<file path="src/include/ast_pkg.sv">
// shared constants and types for the converter serial and sync timing block
package ast_pkg;
   // data-ready delay = 62.98046875 data periods + fixed clocks; 62.98046875 = 16123/256
   localparam int DR_FRAC_NUM = 16123;
   localparam int DR_FRAC_DEN = 256;
   localparam int DR_SYNC_CLKS = 466;
   localparam int DR_RESET_CLKS = 468;
   // serial port idle reset: data-ready falling edges with shift clock low
   localparam logic [6:0] IDLE_RESET_EDGES = 7'h40;
   // filter group delay and settling, in data periods
   localparam logic [5:0] GRP_DELAY_MIN = 6'h05;
   localparam logic [5:0] GRP_DELAY_LIN = 6'h1f;
   localparam logic [5:0] SETTLE_PERIODS = 6'h3e;
   localparam int WORD_BITS = 32;
   localparam int CMD_BITS = 8;
   // command code that requests one conversion word; value is arbitrary
   localparam logic [7:0] CMD_READ_DATA = 8'h10;

   typedef enum logic [0:0] {
      ST_WAIT = 1'b0,
      ST_RUN = 1'b1
   } ast_state_t;

   typedef struct packed {
      logic cont_sync;
      logic linear_phase;
      logic read_cont;
   } ast_ctl_t;
endpackage

</file>
<file path="src/design/ast_serial_sync.sv">
// converter control: serial port, sync, reset and data-ready timing
`timescale 1ns/1ps
`default_nettype none
// Contract
// - shift clock low over 64 data-ready falls resets the serial port
// - serial output changes only after each shift clock falling edge; here it also changes when data ready falls, to present the msb
// - serial input captured on shift clock rising edge; host keeps it stable
// - most significant bit is on the output when data ready falls
// - sync sampled on clock edges; host holds each phase two clocks
// - sync change acts at the clock edge that latches it; here the restart registers two edges after the first flop latches it
// - continuous sync aligned to the data period does not resynchronise
// - first data ready 62.98046875 periods plus 466 clocks after sync
// - reset low two clocks; data ready 62.98046875 periods plus 468 clocks after
// - after a read command new data follows within one data period
// - group delay 5 periods minimum phase, 31 periods linear phase
// - filter settles within 62 data periods for either phase response
// - sync restarts both digital filter and modulator
// - reset returns configuration to defaults and restarts conversion
module ast_serial_sync #(
   parameter int DATA_PERIOD = 4096,
   parameter int DR_SYNC_WAIT = (ast_pkg::DR_FRAC_NUM * DATA_PERIOD
      + ast_pkg::DR_FRAC_DEN - 1) / ast_pkg::DR_FRAC_DEN + ast_pkg::DR_SYNC_CLKS,
   parameter int DR_RESET_WAIT = (ast_pkg::DR_FRAC_NUM * DATA_PERIOD
      + ast_pkg::DR_FRAC_DEN - 1) / ast_pkg::DR_FRAC_DEN + ast_pkg::DR_RESET_CLKS
) (
   // clock and reset
   input wire logic clk,
   input wire logic srst,
   // pins from the host
   input wire logic sclk_pin,
   input wire logic din_pin,
   input wire logic sync_pin,
   input wire logic reset_n_pin,
   // control straps
   input wire ast_pkg::ast_ctl_t ctl,
   // filtered results from the decimator
   input wire logic result_valid,
   output logic result_ready,
   input wire logic [31:0] result_data,
   // pins to the host
   output logic dout,
   output logic data_ready_n,
   // conversion core control
   output logic filter_restart,
   output logic mod_restart,
   output logic cfg_defaults,
   output logic settled,
   output logic [5:0] group_delay,
   // received command bytes
   output logic [7:0] cmd_byte,
   output logic cmd_valid
);
   localparam int WAIT_W = $clog2(DR_RESET_WAIT + 1);
   localparam int PH_W = $clog2(DATA_PERIOD);

   // -------------------------------------------------------------
   // input synchronisers
   // -------------------------------------------------------------
   logic [3:0] meta;
   logic [3:0] sync_q;
   logic [3:0] prev_q;
   always_ff @(posedge clk) begin
      if (srst) begin
         meta <= 4'h8;
         sync_q <= 4'h8;
         prev_q <= 4'h8;
      end else begin
         meta <= {reset_n_pin, sync_pin, din_pin, sclk_pin};
         sync_q <= meta;
         prev_q <= sync_q;
      end
   end
   wire sclk_s = sync_q[0];
   wire din_s = sync_q[1];
   wire sclk_rise = sync_q[0] & ~prev_q[0];
   wire sclk_fall = ~sync_q[0] & prev_q[0];
   // level change acts two edges after the first flop latches it, no async path
   wire sync_rise = sync_q[2] & ~prev_q[2];
   wire rst_low = ~sync_q[3];
   wire rst_release = sync_q[3] & ~prev_q[3];

   // -------------------------------------------------------------
   // state
   // -------------------------------------------------------------
   ast_pkg::ast_state_t state, next_state;
   logic [WAIT_W-1:0] wait_cnt, next_wait_cnt;
   logic [PH_W-1:0] phase, next_phase;
   logic [5:0] settle_cnt, next_settle_cnt;
   logic [31:0] buf0, next_buf0, buf1, next_buf1;
   logic [1:0] buf_cnt, next_buf_cnt;
   logic [31:0] out_sh, next_out_sh;
   logic [7:0] in_sh, next_in_sh;
   logic [2:0] in_cnt, next_in_cnt;
   logic [6:0] idle_cnt, next_idle_cnt;
   logic read_pend, next_read_pend;
   logic next_result_ready, next_dout, next_data_ready_n;
   logic next_filter_restart, next_mod_restart, next_cfg_defaults;
   logic next_settled, next_cmd_valid;
   logic [5:0] next_group_delay;
   logic [7:0] next_cmd_byte;

   always_comb begin
      logic restart;
      logic tick;
      logic push;
      logic pop;
      logic load;
      logic [7:0] rx;
      restart = 1'b0;
      tick = 1'b0;
      push = 1'b0;
      pop = 1'b0;
      load = 1'b0;
      rx = {in_sh[6:0], din_s};
      next_state = state;
      next_wait_cnt = wait_cnt;
      next_phase = phase;
      next_settle_cnt = settle_cnt;
      next_buf0 = buf0;
      next_buf1 = buf1;
      next_buf_cnt = buf_cnt;
      next_out_sh = out_sh;
      next_in_sh = in_sh;
      next_in_cnt = in_cnt;
      next_idle_cnt = idle_cnt;
      next_read_pend = read_pend;
      next_dout = dout;
      next_data_ready_n = data_ready_n;
      next_filter_restart = 1'b0;
      next_mod_restart = 1'b0;
      next_cfg_defaults = 1'b0;
      next_settled = settled;
      next_cmd_valid = 1'b0;
      next_cmd_byte = cmd_byte;
      next_group_delay = ctl.linear_phase ? ast_pkg::GRP_DELAY_LIN
                                          : ast_pkg::GRP_DELAY_MIN;

      // data period divider; the phase names the conversion frame
      if (phase == PH_W'(DATA_PERIOD - 1)) begin
         next_phase = '0;
         tick = (state == ast_pkg::ST_RUN);
      end else begin
         next_phase = phase + 1'b1;
      end

      // run state: frame ticks count the settling periods
      if (tick && settle_cnt != ast_pkg::SETTLE_PERIODS) begin
         next_settle_cnt = settle_cnt + 1'b1;
      end
      if (tick && settle_cnt == ast_pkg::SETTLE_PERIODS - 6'h01) begin
         next_settled = 1'b1;
      end

      // wait state: hold data ready high until the wait count runs out
      if (state == ast_pkg::ST_WAIT) begin
         if (wait_cnt != '0) begin
            next_wait_cnt = wait_cnt - 1'b1;
         end
         if (wait_cnt == WAIT_W'(1)) begin
            next_state = ast_pkg::ST_RUN;
            next_phase = '0;
            tick = 1'b1;
         end
      end

      // two-entry result buffer; drained once per frame so data stays fresh
      pop = tick && buf_cnt != 2'h0;
      push = result_valid && result_ready;
      load = pop && (ctl.read_cont || read_pend);
      if (pop) begin
         next_buf0 = buf1;
         next_buf_cnt = buf_cnt - 2'h1;
      end
      if (push) begin
         if (next_buf_cnt == 2'h0) begin
            next_buf0 = result_data;
         end else begin
            next_buf1 = result_data;
         end
         next_buf_cnt = next_buf_cnt + 2'h1;
      end

      // shift out: msb ready before any shift edge, then advance on falls
      if (load) begin
         next_out_sh = buf0;
         next_dout = buf0[31];
         next_data_ready_n = 1'b0;
         next_read_pend = 1'b0;
      end else if (sclk_fall) begin
         next_out_sh = {out_sh[30:0], 1'b0};
         next_dout = out_sh[30];
         next_data_ready_n = 1'b1;
      end

      // command receive on rising edges
      if (sclk_rise) begin
         next_in_sh = rx;
         next_in_cnt = in_cnt + 3'h1;
         if (in_cnt == 3'h7) begin
            next_cmd_byte = rx;
            next_cmd_valid = 1'b1;
            if (rx == ast_pkg::CMD_READ_DATA) begin
               next_read_pend = 1'b1;
            end
         end
      end

      // idle reset: count data-ready falls while the shift clock stays low
      if (sclk_s) begin
         next_idle_cnt = 7'h00;
      end else if (load) begin
         next_idle_cnt = idle_cnt + 7'h01;
         if (idle_cnt == ast_pkg::IDLE_RESET_EDGES - 7'h01) begin
            next_idle_cnt = 7'h00;
            next_in_cnt = 3'h0;
            next_in_sh = 8'h00;
            next_read_pend = 1'b0;
         end
      end

      // pulse sync always restarts; continuous sync only when off-frame
      if (sync_rise && !(ctl.cont_sync && phase == (state == ast_pkg::ST_RUN ?
            PH_W'(DATA_PERIOD - 1 - DR_SYNC_WAIT % DATA_PERIOD) : PH_W'(DATA_PERIOD - 1)))) begin
         restart = 1'b1;
         next_wait_cnt = WAIT_W'(DR_SYNC_WAIT);
      end
      if (rst_low || rst_release) begin
         restart = 1'b1;
         next_wait_cnt = WAIT_W'(DR_RESET_WAIT);
         next_cfg_defaults = rst_low;
         next_in_cnt = 3'h0;
         next_read_pend = 1'b0;
      end
      if (restart) begin
         next_state = ast_pkg::ST_WAIT;
         next_phase = '0;
         next_settle_cnt = 6'h00;
         next_settled = 1'b0;
         next_buf_cnt = 2'h0;
         next_data_ready_n = 1'b1;
         next_filter_restart = 1'b1;
         next_mod_restart = 1'b1;
      end
      next_result_ready = next_buf_cnt != 2'h2;
   end

   always_ff @(posedge clk) begin
      if (srst) begin
         state <= ast_pkg::ST_WAIT;
         wait_cnt <= WAIT_W'(DR_RESET_WAIT);
         phase <= '0;
         settle_cnt <= 6'h00;
         buf0 <= 32'h0000_0000;
         buf1 <= 32'h0000_0000;
         buf_cnt <= 2'h0;
         out_sh <= 32'h0000_0000;
         in_sh <= 8'h00;
         in_cnt <= 3'h0;
         idle_cnt <= 7'h00;
         read_pend <= 1'b0;
         result_ready <= 1'b0;
         dout <= 1'b0;
         data_ready_n <= 1'b1;
         filter_restart <= 1'b0;
         mod_restart <= 1'b0;
         cfg_defaults <= 1'b1;
         settled <= 1'b0;
         group_delay <= ast_pkg::GRP_DELAY_MIN;
         cmd_byte <= 8'h00;
         cmd_valid <= 1'b0;
      end else begin
         state <= next_state;
         wait_cnt <= next_wait_cnt;
         phase <= next_phase;
         settle_cnt <= next_settle_cnt;
         buf0 <= next_buf0;
         buf1 <= next_buf1;
         buf_cnt <= next_buf_cnt;
         out_sh <= next_out_sh;
         in_sh <= next_in_sh;
         in_cnt <= next_in_cnt;
         idle_cnt <= next_idle_cnt;
         read_pend <= next_read_pend;
         result_ready <= next_result_ready;
         dout <= next_dout;
         data_ready_n <= next_data_ready_n;
         filter_restart <= next_filter_restart;
         mod_restart <= next_mod_restart;
         cfg_defaults <= next_cfg_defaults;
         settled <= next_settled;
         group_delay <= next_group_delay;
         cmd_byte <= next_cmd_byte;
         cmd_valid <= next_cmd_valid;
      end
   end
endmodule
`default_nettype wire

</file>
<file path="config.mk">
export PLATFORM = sky130hd
export DESIGN_NAME = ast_serial_sync
export DESIGN_NICKNAME = d
export VERILOG_FILES = /design/src/include/ast_pkg.sv /design/src/design/ast_serial_sync.sv
export SDC_FILE = /design/constraint.sdc
export NUM_CORES = 1
export LEC_CHECK = 0
export BUFFER_PORTS_ARGS = -buffer_cell sky130_fd_sc_hd__buf_2
export CORE_MARGIN = 8
export CORE_UTILIZATION = 55
export DETAILED_ROUTE_END_ITERATION = 6
export PLACE_DENSITY = 0.71
export REMOVE_ABC_BUFFERS = 1
export SLEW_MARGIN = 20
export SYNTH_ARGS = -nofsm -noshare
export SYNTH_HDL_FRONTEND = slang
export SYNTH_SLANG_ARGS = --single-unit
</file>
<file path="constraint.sdc">
create_clock -name clk -period 8.71 [get_ports clk]
set_input_delay 0.4355 -clock clk [delete_from_list [all_inputs] [get_ports clk]]
set_output_delay 0.4355 -clock clk [all_outputs]
set_load 0.01 [all_outputs]
</file>
# Yosys cells after proc, flatten, opt, wreduce, memory -nomap -nowiden
# Index checks and enable logic that the tools add are counted.
[totals] regBits=186 elab_cells=124
[classes] addsub=7 n_reduce_logical=24 muxes=46 n_eq_ne=10 bitwise=12
[ops] cell="32-bit 2-to-1 mux" count=3
[ops] cell="31-bit 2-to-1 mux" count=2
[ops] cell="12-bit 2-to-1 mux" count=3
[ops] cell="8-bit 2-to-1 mux" count=4
[ops] cell="1-bit 2-to-1 mux" count=21
[ops] cell="3-bit 2-to-1 mux" count=7
[ops] cell="18-bit by 1-bit == test with 1-bit output (second input constant)" count=1
[ops] cell="18-bit nonzero test" count=1
[ops] cell="18-bit by 1-bit subtractor with 18-bit output (second input constant)" count=1
[ops] cell="12-bit by 1-bit adder with 12-bit output (second input constant)" count=1
[ops] cell="12-bit == test" count=1
[ops] cell="12-bit == test (second input constant)" count=1
[ops] cell="9-bit 2-to-1 mux" count=1
[ops] cell="8-bit by 5-bit == test with 1-bit output (second input constant)" count=1
[ops] cell="1-bit inverter" count=8
[ops] cell="2-bit AND reduction" count=4
[ops] cell="2-bit OR reduction" count=4
[ops] cell="7-bit by 1-bit adder with 7-bit output (second input constant)" count=1
[ops] cell="7-bit by 6-bit == test with 1-bit output (second input constant)" count=1
[ops] cell="1-bit logical AND" count=7
[ops] cell="7-bit 2-to-1 mux" count=1
[ops] cell="6-bit by 1-bit adder with 6-bit output (second input constant)" count=1
[ops] cell="6-bit == test (second input constant)" count=1
[ops] cell="2-bit 2-to-1 mux" count=3
[ops] cell="14 further kinds" count=20

# Longest topological paths before layout
# Gate-level depths: netlist (run 1).
[depth] ltp_word=13 mapped_depth=13 mapped_depth_nobuf=11

# Worst setup path after synthesis (run 1)
# No wires, ideal clock.
[synth_timing] path_kind="register to register" start="reg buf_cnt[0]" end="reg buf1[30]" setup_ps=70 slack_ps=5939 arrival_time_ps=2701 path_stages_with_launch=14 n_path_buf=2 period_less_slack_ps=2771 cell_sequence="dfxtp_1 > inv_1 > ha_1 > nand4b_1 > nor4_1 > a21oi_1 > clkbuf_1 > mux2i_1 > inv_1 > ha_1 > nor2_1 > clkbuf_1 > nand2_1 > a21oi_1"
[synth_between] elab_chain_cells=6
[synth_lines] item="start, declared" line_no="ast_serial_sync.sv:90" text="logic [1:0] buf_cnt, next_buf_cnt;"
[synth_lines] item="start signal, assigned" line_no="ast_serial_sync.sv:278" text="buf_cnt <= next_buf_cnt;"
[synth_lines] item="parallel branches: the longest is 2 deep, another holds 2-bit by 1-bit subtractor with 2-bit output"
[synth_lines] item="2-bit 2-to-1 mux (*)" line_no="ast_serial_sync.sv:170" text="if (pop) begin"
[synth_lines] item="2-bit logical NOT (*)" line_no="ast_serial_sync.sv:175" text="if (next_buf_cnt == 2'h0) begin"
[synth_lines] item="1-bit inverter (no line) (*)"
[synth_lines] item="2-bit AND reduction (no line) (*)"
[synth_lines] item="end signal, assigned" line_no="ast_serial_sync.sv:277" text="buf1 <= next_buf1;"
[synth_lines] item="end, declared" line_no="ast_serial_sync.sv:89" text="logic [31:0] buf0, next_buf0, buf1, next_buf1;"
# Mark *: on every way between the ends.
# A chain may end at the register's enable or synchronous reset.

# Worst setup path after layout (run 1)
[layout_timing] start="reg state" end="reg buf0[6]"
[layout_between] elab_chain_cells=8
[layout_lines] item="start, declared" line_no="ast_serial_sync.sv:85" text="ast_pkg::ast_state_t state, next_state;"
[layout_lines] item="start signal, assigned" line_no="ast_serial_sync.sv:249" text="state <= ast_pkg::ST_WAIT;"
[layout_lines] item="start signal, assigned" line_no="ast_serial_sync.sv:272" text="state <= next_state;"
[layout_lines] item="1-bit 2-to-1 mux" line_no="ast_serial_sync.sv:139" text="if (phase == PH_W'(DATA_PERIOD - 1)) begin"
[layout_lines] item="1-bit 2-to-1 mux" line_no="ast_serial_sync.sv:159" text="if (wait_cnt == WAIT_W'(1)) begin"
[layout_lines] item="1-bit 2-to-1 mux (*)" line_no="ast_serial_sync.sv:155" text="if (state == ast_pkg::ST_WAIT) begin"
[layout_lines] item="1-bit logical AND (*)" line_no="ast_serial_sync.sv:167" text="pop = tick && buf_cnt != 2'h0;"
[layout_lines] item="2-bit 2-to-1 mux" line_no="ast_serial_sync.sv:170"
[layout_lines] item="2-bit logical NOT" line_no="ast_serial_sync.sv:175"
[layout_lines] item="32-bit 2-to-1 mux" line_no="ast_serial_sync.sv:175"
[layout_lines] item="32-bit 2-to-1 mux (*)" line_no="ast_serial_sync.sv:174" text="if (push) begin"
[layout_lines] item="end signal, assigned" line_no="ast_serial_sync.sv:276" text="buf0 <= next_buf0;"
[layout_lines] item="end, declared" line_no="ast_serial_sync.sv:89"
# Mark *: on every way between the ends. The rest lies on a longest branch, timed or not.

==> results.yml, run 1 <==
cts:
  cts_tree: "done"
  numCtsBuffers: 17
  ctsResizeCount: 0
  clock_latency_ps: 430
  cts_buffer_depth: 2
  cts-htree-levels: 4
  cts_setup_buffers: 0
  clockRootBuffer: "clkbuf_16"
  holdBufCountCts: 0
  clk_pin_slew_ps: 60
  cts_sinks: 179
detailed_routing:
  detail_route.wl_per_cell_um: 14.6
  antenna_left: 0
  dr.pass1.iters: 4
  drc: 0
  viasPerCell: 5.67
  drt_iter0_markers: 421
  drt-total-wl_um: 15600
  num_vias: 6047
placed_design:
  dp_slack_ps: 4670
  portBuffers: 60
  post_dp_cell_area_mm2: 0.00790
  gp_congestion: 0.803
  post-place-cells: 1036
  dp.final_hpwl_um: 9960
sta:
  hold_viol_final: 0
  layout_setup_ws_ps: 4720
  fin_crit_ps: 3990
  drv_slew: 0
  rsz0062_at_grt: "no"
  worstMarginPinSlew_ps: 1050
  whs_ps: 195
  setup_viol: 0
  fin_skew_ps: 7.22
  timing.final.crit_share: 0.458
  fmax_ghz: 0.251
  max-slew-margin-rel: 0.300
  fin_tns_setup_ps: 0
layout:
  finalNetCount: 929
  postLayoutCellArea_mm2: 0.00848
  layout-drive-gt1-share: 0.134
  mostFrequentLayoutCell: "dfxtp_1"
  fin_util: 0.621
  instances_no_fill: 1067
  mostFrequentLayoutCells: "dfxtp_1 (179), nand2_1 (115), a21oi_1 (89), mux2i_1 (68), buf_2 (60)"
  area_growth_pct: 12.4
  n_antenna_cell: 0
critical_path:
  worstPathMaxFanout: 79
  crit_type: "reg2reg"
  start_kind: "flop"
  cp_data_arrival_time_ps: 4320
  endpoint_kind: "flop"
  required_ps: 9050
die:
  coreArea_mm2: 0.0137
  rows: 43
  die_width_um: 133
  io_pins: 64
  start_util: 0.552
  fp.dieH_um: 133
  die-area_mm2: 0.0177
yosys:
  avgSynthCellArea_um2: 8.88
  synth_cells: 850
  syn-cell-area_mm2: 0.00755
  ys_warn_count: 0
  ys_types: 54
  synth-main-ff-cell: "dfxtp_1"
  ys_ff_latch: 179
  synth.yosys.seq_area_share: 0.475
  synth-async-reset-ratio: 0
  synth_enable_flop_cells: 0
pwr:
  leakage_nw: 3.40
  power_mw: 1.72
  p_per_area_mw_per_mm2: 203
  ir_drop_mv: 0.135
worst_hold_path:
  worstHoldPathType: "in2reg"
global_routing:
  overflow: 0
  grt_use_total: 0.180
  grt_pass1_wl_um: 27100
  antenna_found_initial: 0
  grt_max_degree: 89
  grt_pass1_vias: 5998
job:
  drv_cap: 0
status:
  status: "complete, no violations"
sequential cells by signal, summed over array words and instances, names as in the netlist, 2 cells and up:
register,cells
prev_q,3
wait_cnt,18
meta,4
idle_cnt,7
in_sh,7
cmd_byte,8
buf0,32
in_cnt,3
settle_cnt,6
sync_q,4
out_sh,31
phase,12
buf1,32
buf_cnt,2
worst paths after layout:
check	start	end	slack (ps)	cells past startpoint
hold / removal	reset_n_pin	meta[3]$_SDFF_PP1_	190	2
hold reg to reg	meta[3]$_SDFF_PP1_	sync_q[3]$_SDFF_PP1_	410	1
setup reg to reg	state$_SDFF_PP0_	buf0[6]$_SDFF_PP0_	4720	10
setup / recovery	state$_SDFF_PP0_	buf0[6]$_SDFF_PP0_	4720	10
layer usage:
metal,part of all wire,wire length (µm),track usage
met5,0,0,0
met3,0.028,443,0.0377
met2,0.49,7650,0.313
met4,0.026,400,0.0880
met1,0.46,7140,0.206
critical path, cell delays in order, from the launching register on:
cell and delay [ps]:
dfxtp_1 760, nand4b_1 170, nor4_1 750, a21oi_4 20
buf_4 420, mux2i_1 330, inv_1 90, ha_1 240
nand2_2 740, o21ai_0 180, a21oi_1 180
cells in the mapped netlist, types with 3 or more instances:
cell type    n  share of area
and3_1       7         0.0058
ha_1        12          0.020
nand4b_1     3         0.0035
xor2_1      14          0.016
o41ai_1      3         0.0035
nand2_1    117          0.058
or3_1        6         0.0050
a211oi_1    39          0.039
nand4_1      9         0.0075
a21oi_1     90          0.060
inv_1       13         0.0065
buf_1        6         0.0030
buf_2        3         0.0020
nor3_1      51          0.034
nor4_1       6         0.0050
mux2i_1     68          0.090
clkbuf_1    47          0.023
nand2b_1     6         0.0050
dfxtp_1    179           0.47
buf_4        6         0.0060
nor2_1      34          0.017
nand3_1     19          0.013
xnor2_1     14          0.016
o31ai_1      4         0.0040
nor2b_1     11         0.0091
or2_2        7         0.0058
or4_1        3         0.0030
o21ai_0     38          0.025
and2_1       3         0.0025
power by group:
group          internal (mW)  switching, mW
clock                  0.436          0.316
combinational         0.0440         0.0654
sequential             0.843         0.0160
final cells by class:
cell class,count,area [µm²]
clock buffers,19,453
clock inverters,12,131
fillers,1164,5180
inverters,13,48.8
multi-input cells,597,3690
flip-flops and latches,179,3580
well taps,180,225
repair buffers,67,353
cell families after synthesis:
kind of cell | share of synthesized area
other | 0.000995
xor gates and xnor gates | 0.0325
AOI/OAI and AO/OA | 0.151
buffers and inverters | 0.0408
DFF | 0.475
muxes | 0.0902
adders and majority gates | 0.0199
and+or+nand+nor | 0.190
(Power assumes the default switching activity.)
==> run 2, diff against run 1 <==
--- a/config.mk
+++ b/config.mk
@@ -5,11 +5,12 @@
 export SDC_FILE = /design/constraint.sdc
 export NUM_CORES = 1
 export LEC_CHECK = 0
+export ABC_AREA = 1
 export BUFFER_PORTS_ARGS = -buffer_cell sky130_fd_sc_hd__buf_2
 export CORE_MARGIN = 8
-export CORE_UTILIZATION = 55
+export CORE_UTILIZATION = 54
 export DETAILED_ROUTE_END_ITERATION = 6
-export PLACE_DENSITY = 0.71
+export PLACE_DENSITY = 0.73
 export REMOVE_ABC_BUFFERS = 1
 export SLEW_MARGIN = 20
 export SYNTH_ARGS = -nofsm -noshare
==> constraint.sdc (replaced) <==
create_clock -name clk -period 3.5 [get_ports clk]
set_input_delay 0.175 -clock clk [delete_from_list [all_inputs] [get_ports clk]]
set_output_delay 0.175 -clock clk [all_outputs]
set_load 0.01 [all_outputs]
==> run 2 against run 1 <==
Against the previous run: register-to-register slack got worse by 4000 ps; count of clock-buffer cells in the layout is 3 higher; first-iteration DRC count increased by 8.1%; global-route usage decreased by 0.14 points; largest cell class is now sequential cells; highest routed layer unchanged.
==> results.yml, run 2 <==
status:
  status: "complete, no violations"
sta:
  worstMarginPinSlew_ps: 978
  whs_ps: 9.74
  fmax_ghz: 0.356
  max-slew-margin-rel: 0.348
  hold_viol_final: 0
  drv_slew: 0
  rsz0062_at_grt: "no"
  fin_tns_setup_ps: 0
  fin_skew_ps: 9.25
  fin_crit_ps: 2810
  timing.final.crit_share: 0.803
  setup_viol: 0
detailed_routing:
  detail_route.wl_per_cell_um: 12.3
  drt-met1-wl_um: 7910
  antenna_left: 0
  viasPerCell: 5.01
  wl_met2_um: 7450
  drt-total-wl_um: 16100
  drc: 0
  drt_iter0_markers: 455
  maxUsedRoutingLayer: "met4"
  met3_length_um: 641
  dr.pass1.iters: 5
  num_vias: 6604
global_routing:
  overflow: 0
  grt_max_degree: 65
  grt_pass1_vias: 6225
  grt_pass1_wl_um: 27700
  grt_use_total: 0.179
  antenna_found_initial: 0
cts:
  numCtsBuffers: 17
  clockRootBuffer: "clkbuf_16"
  cts-htree-levels: 4
  cts_buffer_depth: 2
  clk_pin_slew_ps: 70
  clock_latency_ps: 430
  ctsResizeCount: 0
  cts_sinks: 179
  cts_tree: "done"
yosys:
  synth_most_common_cell: "nand2_1"
  synth-main-ff-cell: "dfxtp_1"
  synth-async-reset-ratio: 0
  synth.cells.most_frequent: "nand2_1 (188), dfxtp_1 (179), inv_1 (164), a21oi_1 (94), nor2_1 (79)"
  synth.yosys.seq_area_share: 0.452
  synth_enable_flop_cells: 0
  netlist_top_cells_area: "dfxtp_1 (45%), nand2_1 (8.9%), inv_1 (7.8%)"
  ys_ff_latch: 179
  synth_cells: 1066
  syn-cell-area_mm2: 0.00793
  ys_types: 41
  synth_area_leader_cell: "dfxtp_1"
  avgSynthCellArea_um2: 7.44
  ys_warn_count: 0
  synth_top_area_frac: 0.452
pwr:
  leakage_nw: 4.28
  power_mw: 4.45
  ir_drop_mv: 0.372
  p_per_area_mw_per_mm2: 489
layout:
  instances_no_fill: 1317
  postLayoutCellArea_mm2: 0.00909
  area_growth_pct: 14.7
  reg.largest.list: "buf0: 32 flops, buf1: 32 flops, out_sh: 31 flops"
  mostFrequentLayoutCells: "nand2_1 (188), dfxtp_1 (179), inv_1 (164), a21oi_1 (94), nor2_1 (77)"
  fillCellCount: 1294
  n_antenna_cell: 0
  finalNetCount: 1174
  layout-drive-gt1-share: 0.104
  mostFrequentLayoutCell: "nand2_1"
critical_path:
  worstPathMaxFanout: 64
  crit_type: "reg2reg"
  start_kind: "flop"
  cpMaxStageDelayCell: "buf_4"
  required_ps: 3820
  crit_family: "simple AND/OR/NAND/NOR gates"
  r2r-start: "phase[0]$_SDFF_PP0_"
  crit_top_cell: "inv_1"
  cp_num_buf_inv: 4
  cp_data_arrival_time_ps: 3130
  endpoint_kind: "flop"
  timing.critical_path.from: "phase[0]$_SDFF_PP0_"
  path_cells: "ha_1, inv_1, nor2_2, nand3_1, nand2_2, nand3_4, nand2_1, and2_1, ha_1, inv_1, nor2_4, buf_4, a21oi_1, o21ai_1, inv_1"
  critPathMaxStageDelay_ps: 520
worst_hold_path:
  worstHoldStart: "result_data[25]"
  worstHoldPathType: "in2reg"
placed_design:
  post_dp_cell_area_mm2: 0.00826
  post-place-cells: 1264
  portBuffers: 60
  dp.final_hpwl_um: 10000
  gp_congestion: 0.861
die:
  start_util: 0.550
  die_width_um: 137
  die-area_mm2: 0.0188
  fp.dieH_um: 137
  coreArea_mm2: 0.0144
  io_pins: 64
  rows: 44
job:
  drv_cap: 0
run 2: cell types whose count changed after synthesis, sizes merged, moves of 29 or more:
| cell | change |
|---|---|
| nor2 | +51 |
| o211a | +29 |
| nor3 | -42 |
| nand2 | +73 |
| inv | +152 |
| o21ai | +80 |
| mux2i | -66 |
| a211oi | -39 |
| nand3 | +51 |
run 2: stage by stage:
stage               worst slack [ps]  utilization
floorplan                       -752            -
global placement                 812        0.573
detailed placement               707        0.573
global route                     364        0.630
CTS                              693        0.630
finish                           690        0.630
run 2: final cells by class:
| type | instances | area, µm² | share of cell area |
|---|---|---|---|
| Sequential cell | 179 | 3580 | 0.394 |
| Multi-Input combinational cell | 666 | 3460 | 0.380 |
| Inverter | 167 | 627 | 0.0690 |
| Timing Repair Buffer | 89 | 571 | 0.0628 |
| Clock buffer | 22 | 474 | 0.0522 |
| Tap cell | 184 | 230 | 0.0253 |
| Clock inverter | 10 | 146 | 0.0161 |
run 2: path summary, 6_finish.rpt:
| check | to | slack, ps | depth (start not counted) |
|---|---|---|---|
| hold / removal | buf1[25]$_SDFFE_PP0P_ | 10 | 3 |
| hold reg to reg | sync_q[0]$_SDFF_PP0_ | 410 | 2 |
| setup reg to reg | buf0[19]$_SDFF_PP0_ | 690 | 15 |
| setup / recovery | buf0[19]$_SDFF_PP0_ | 690 | 15 |
run 2: cells by family after synthesis:
family,count (synthesis),share of synthesized area
compound gates,248,0.178
xor+xnor,24,0.0265
fa+ha+maj,12,0.0189
buf+inv,222,0.114
flops,179,0.452
mux,2,0.00253
other cells,2,0.000947
simple gates,377,0.207
run 2: what timing repair did:
item                      in CTS  in global routing
hold buffers                  21                  0
hold endpoints to repair      21                  0
setup buffers                  0                  0
run 2: where the power goes:
group	internal, mW	total, mW	switching (mW)	leakage (nW)
logic	0.117	0.309	0.192	2.53
clock network	1.19	2.00	0.812	0.290
registers	2.10	2.14	0.0354	1.45
total	3.41	4.45	1.04	4.28
run 2: routing by layer:
layer	vias up	GRT usage
li1	3515	-
met1	2968	0.221
met2	106	0.301
met3	15	0.0459
met4	0	0.0483
met5	-	0
run 2: tightest hold or removal path, stage by stage:
cell     delay, ps
buf_2           80
inv_1           40
a21oi_1        100
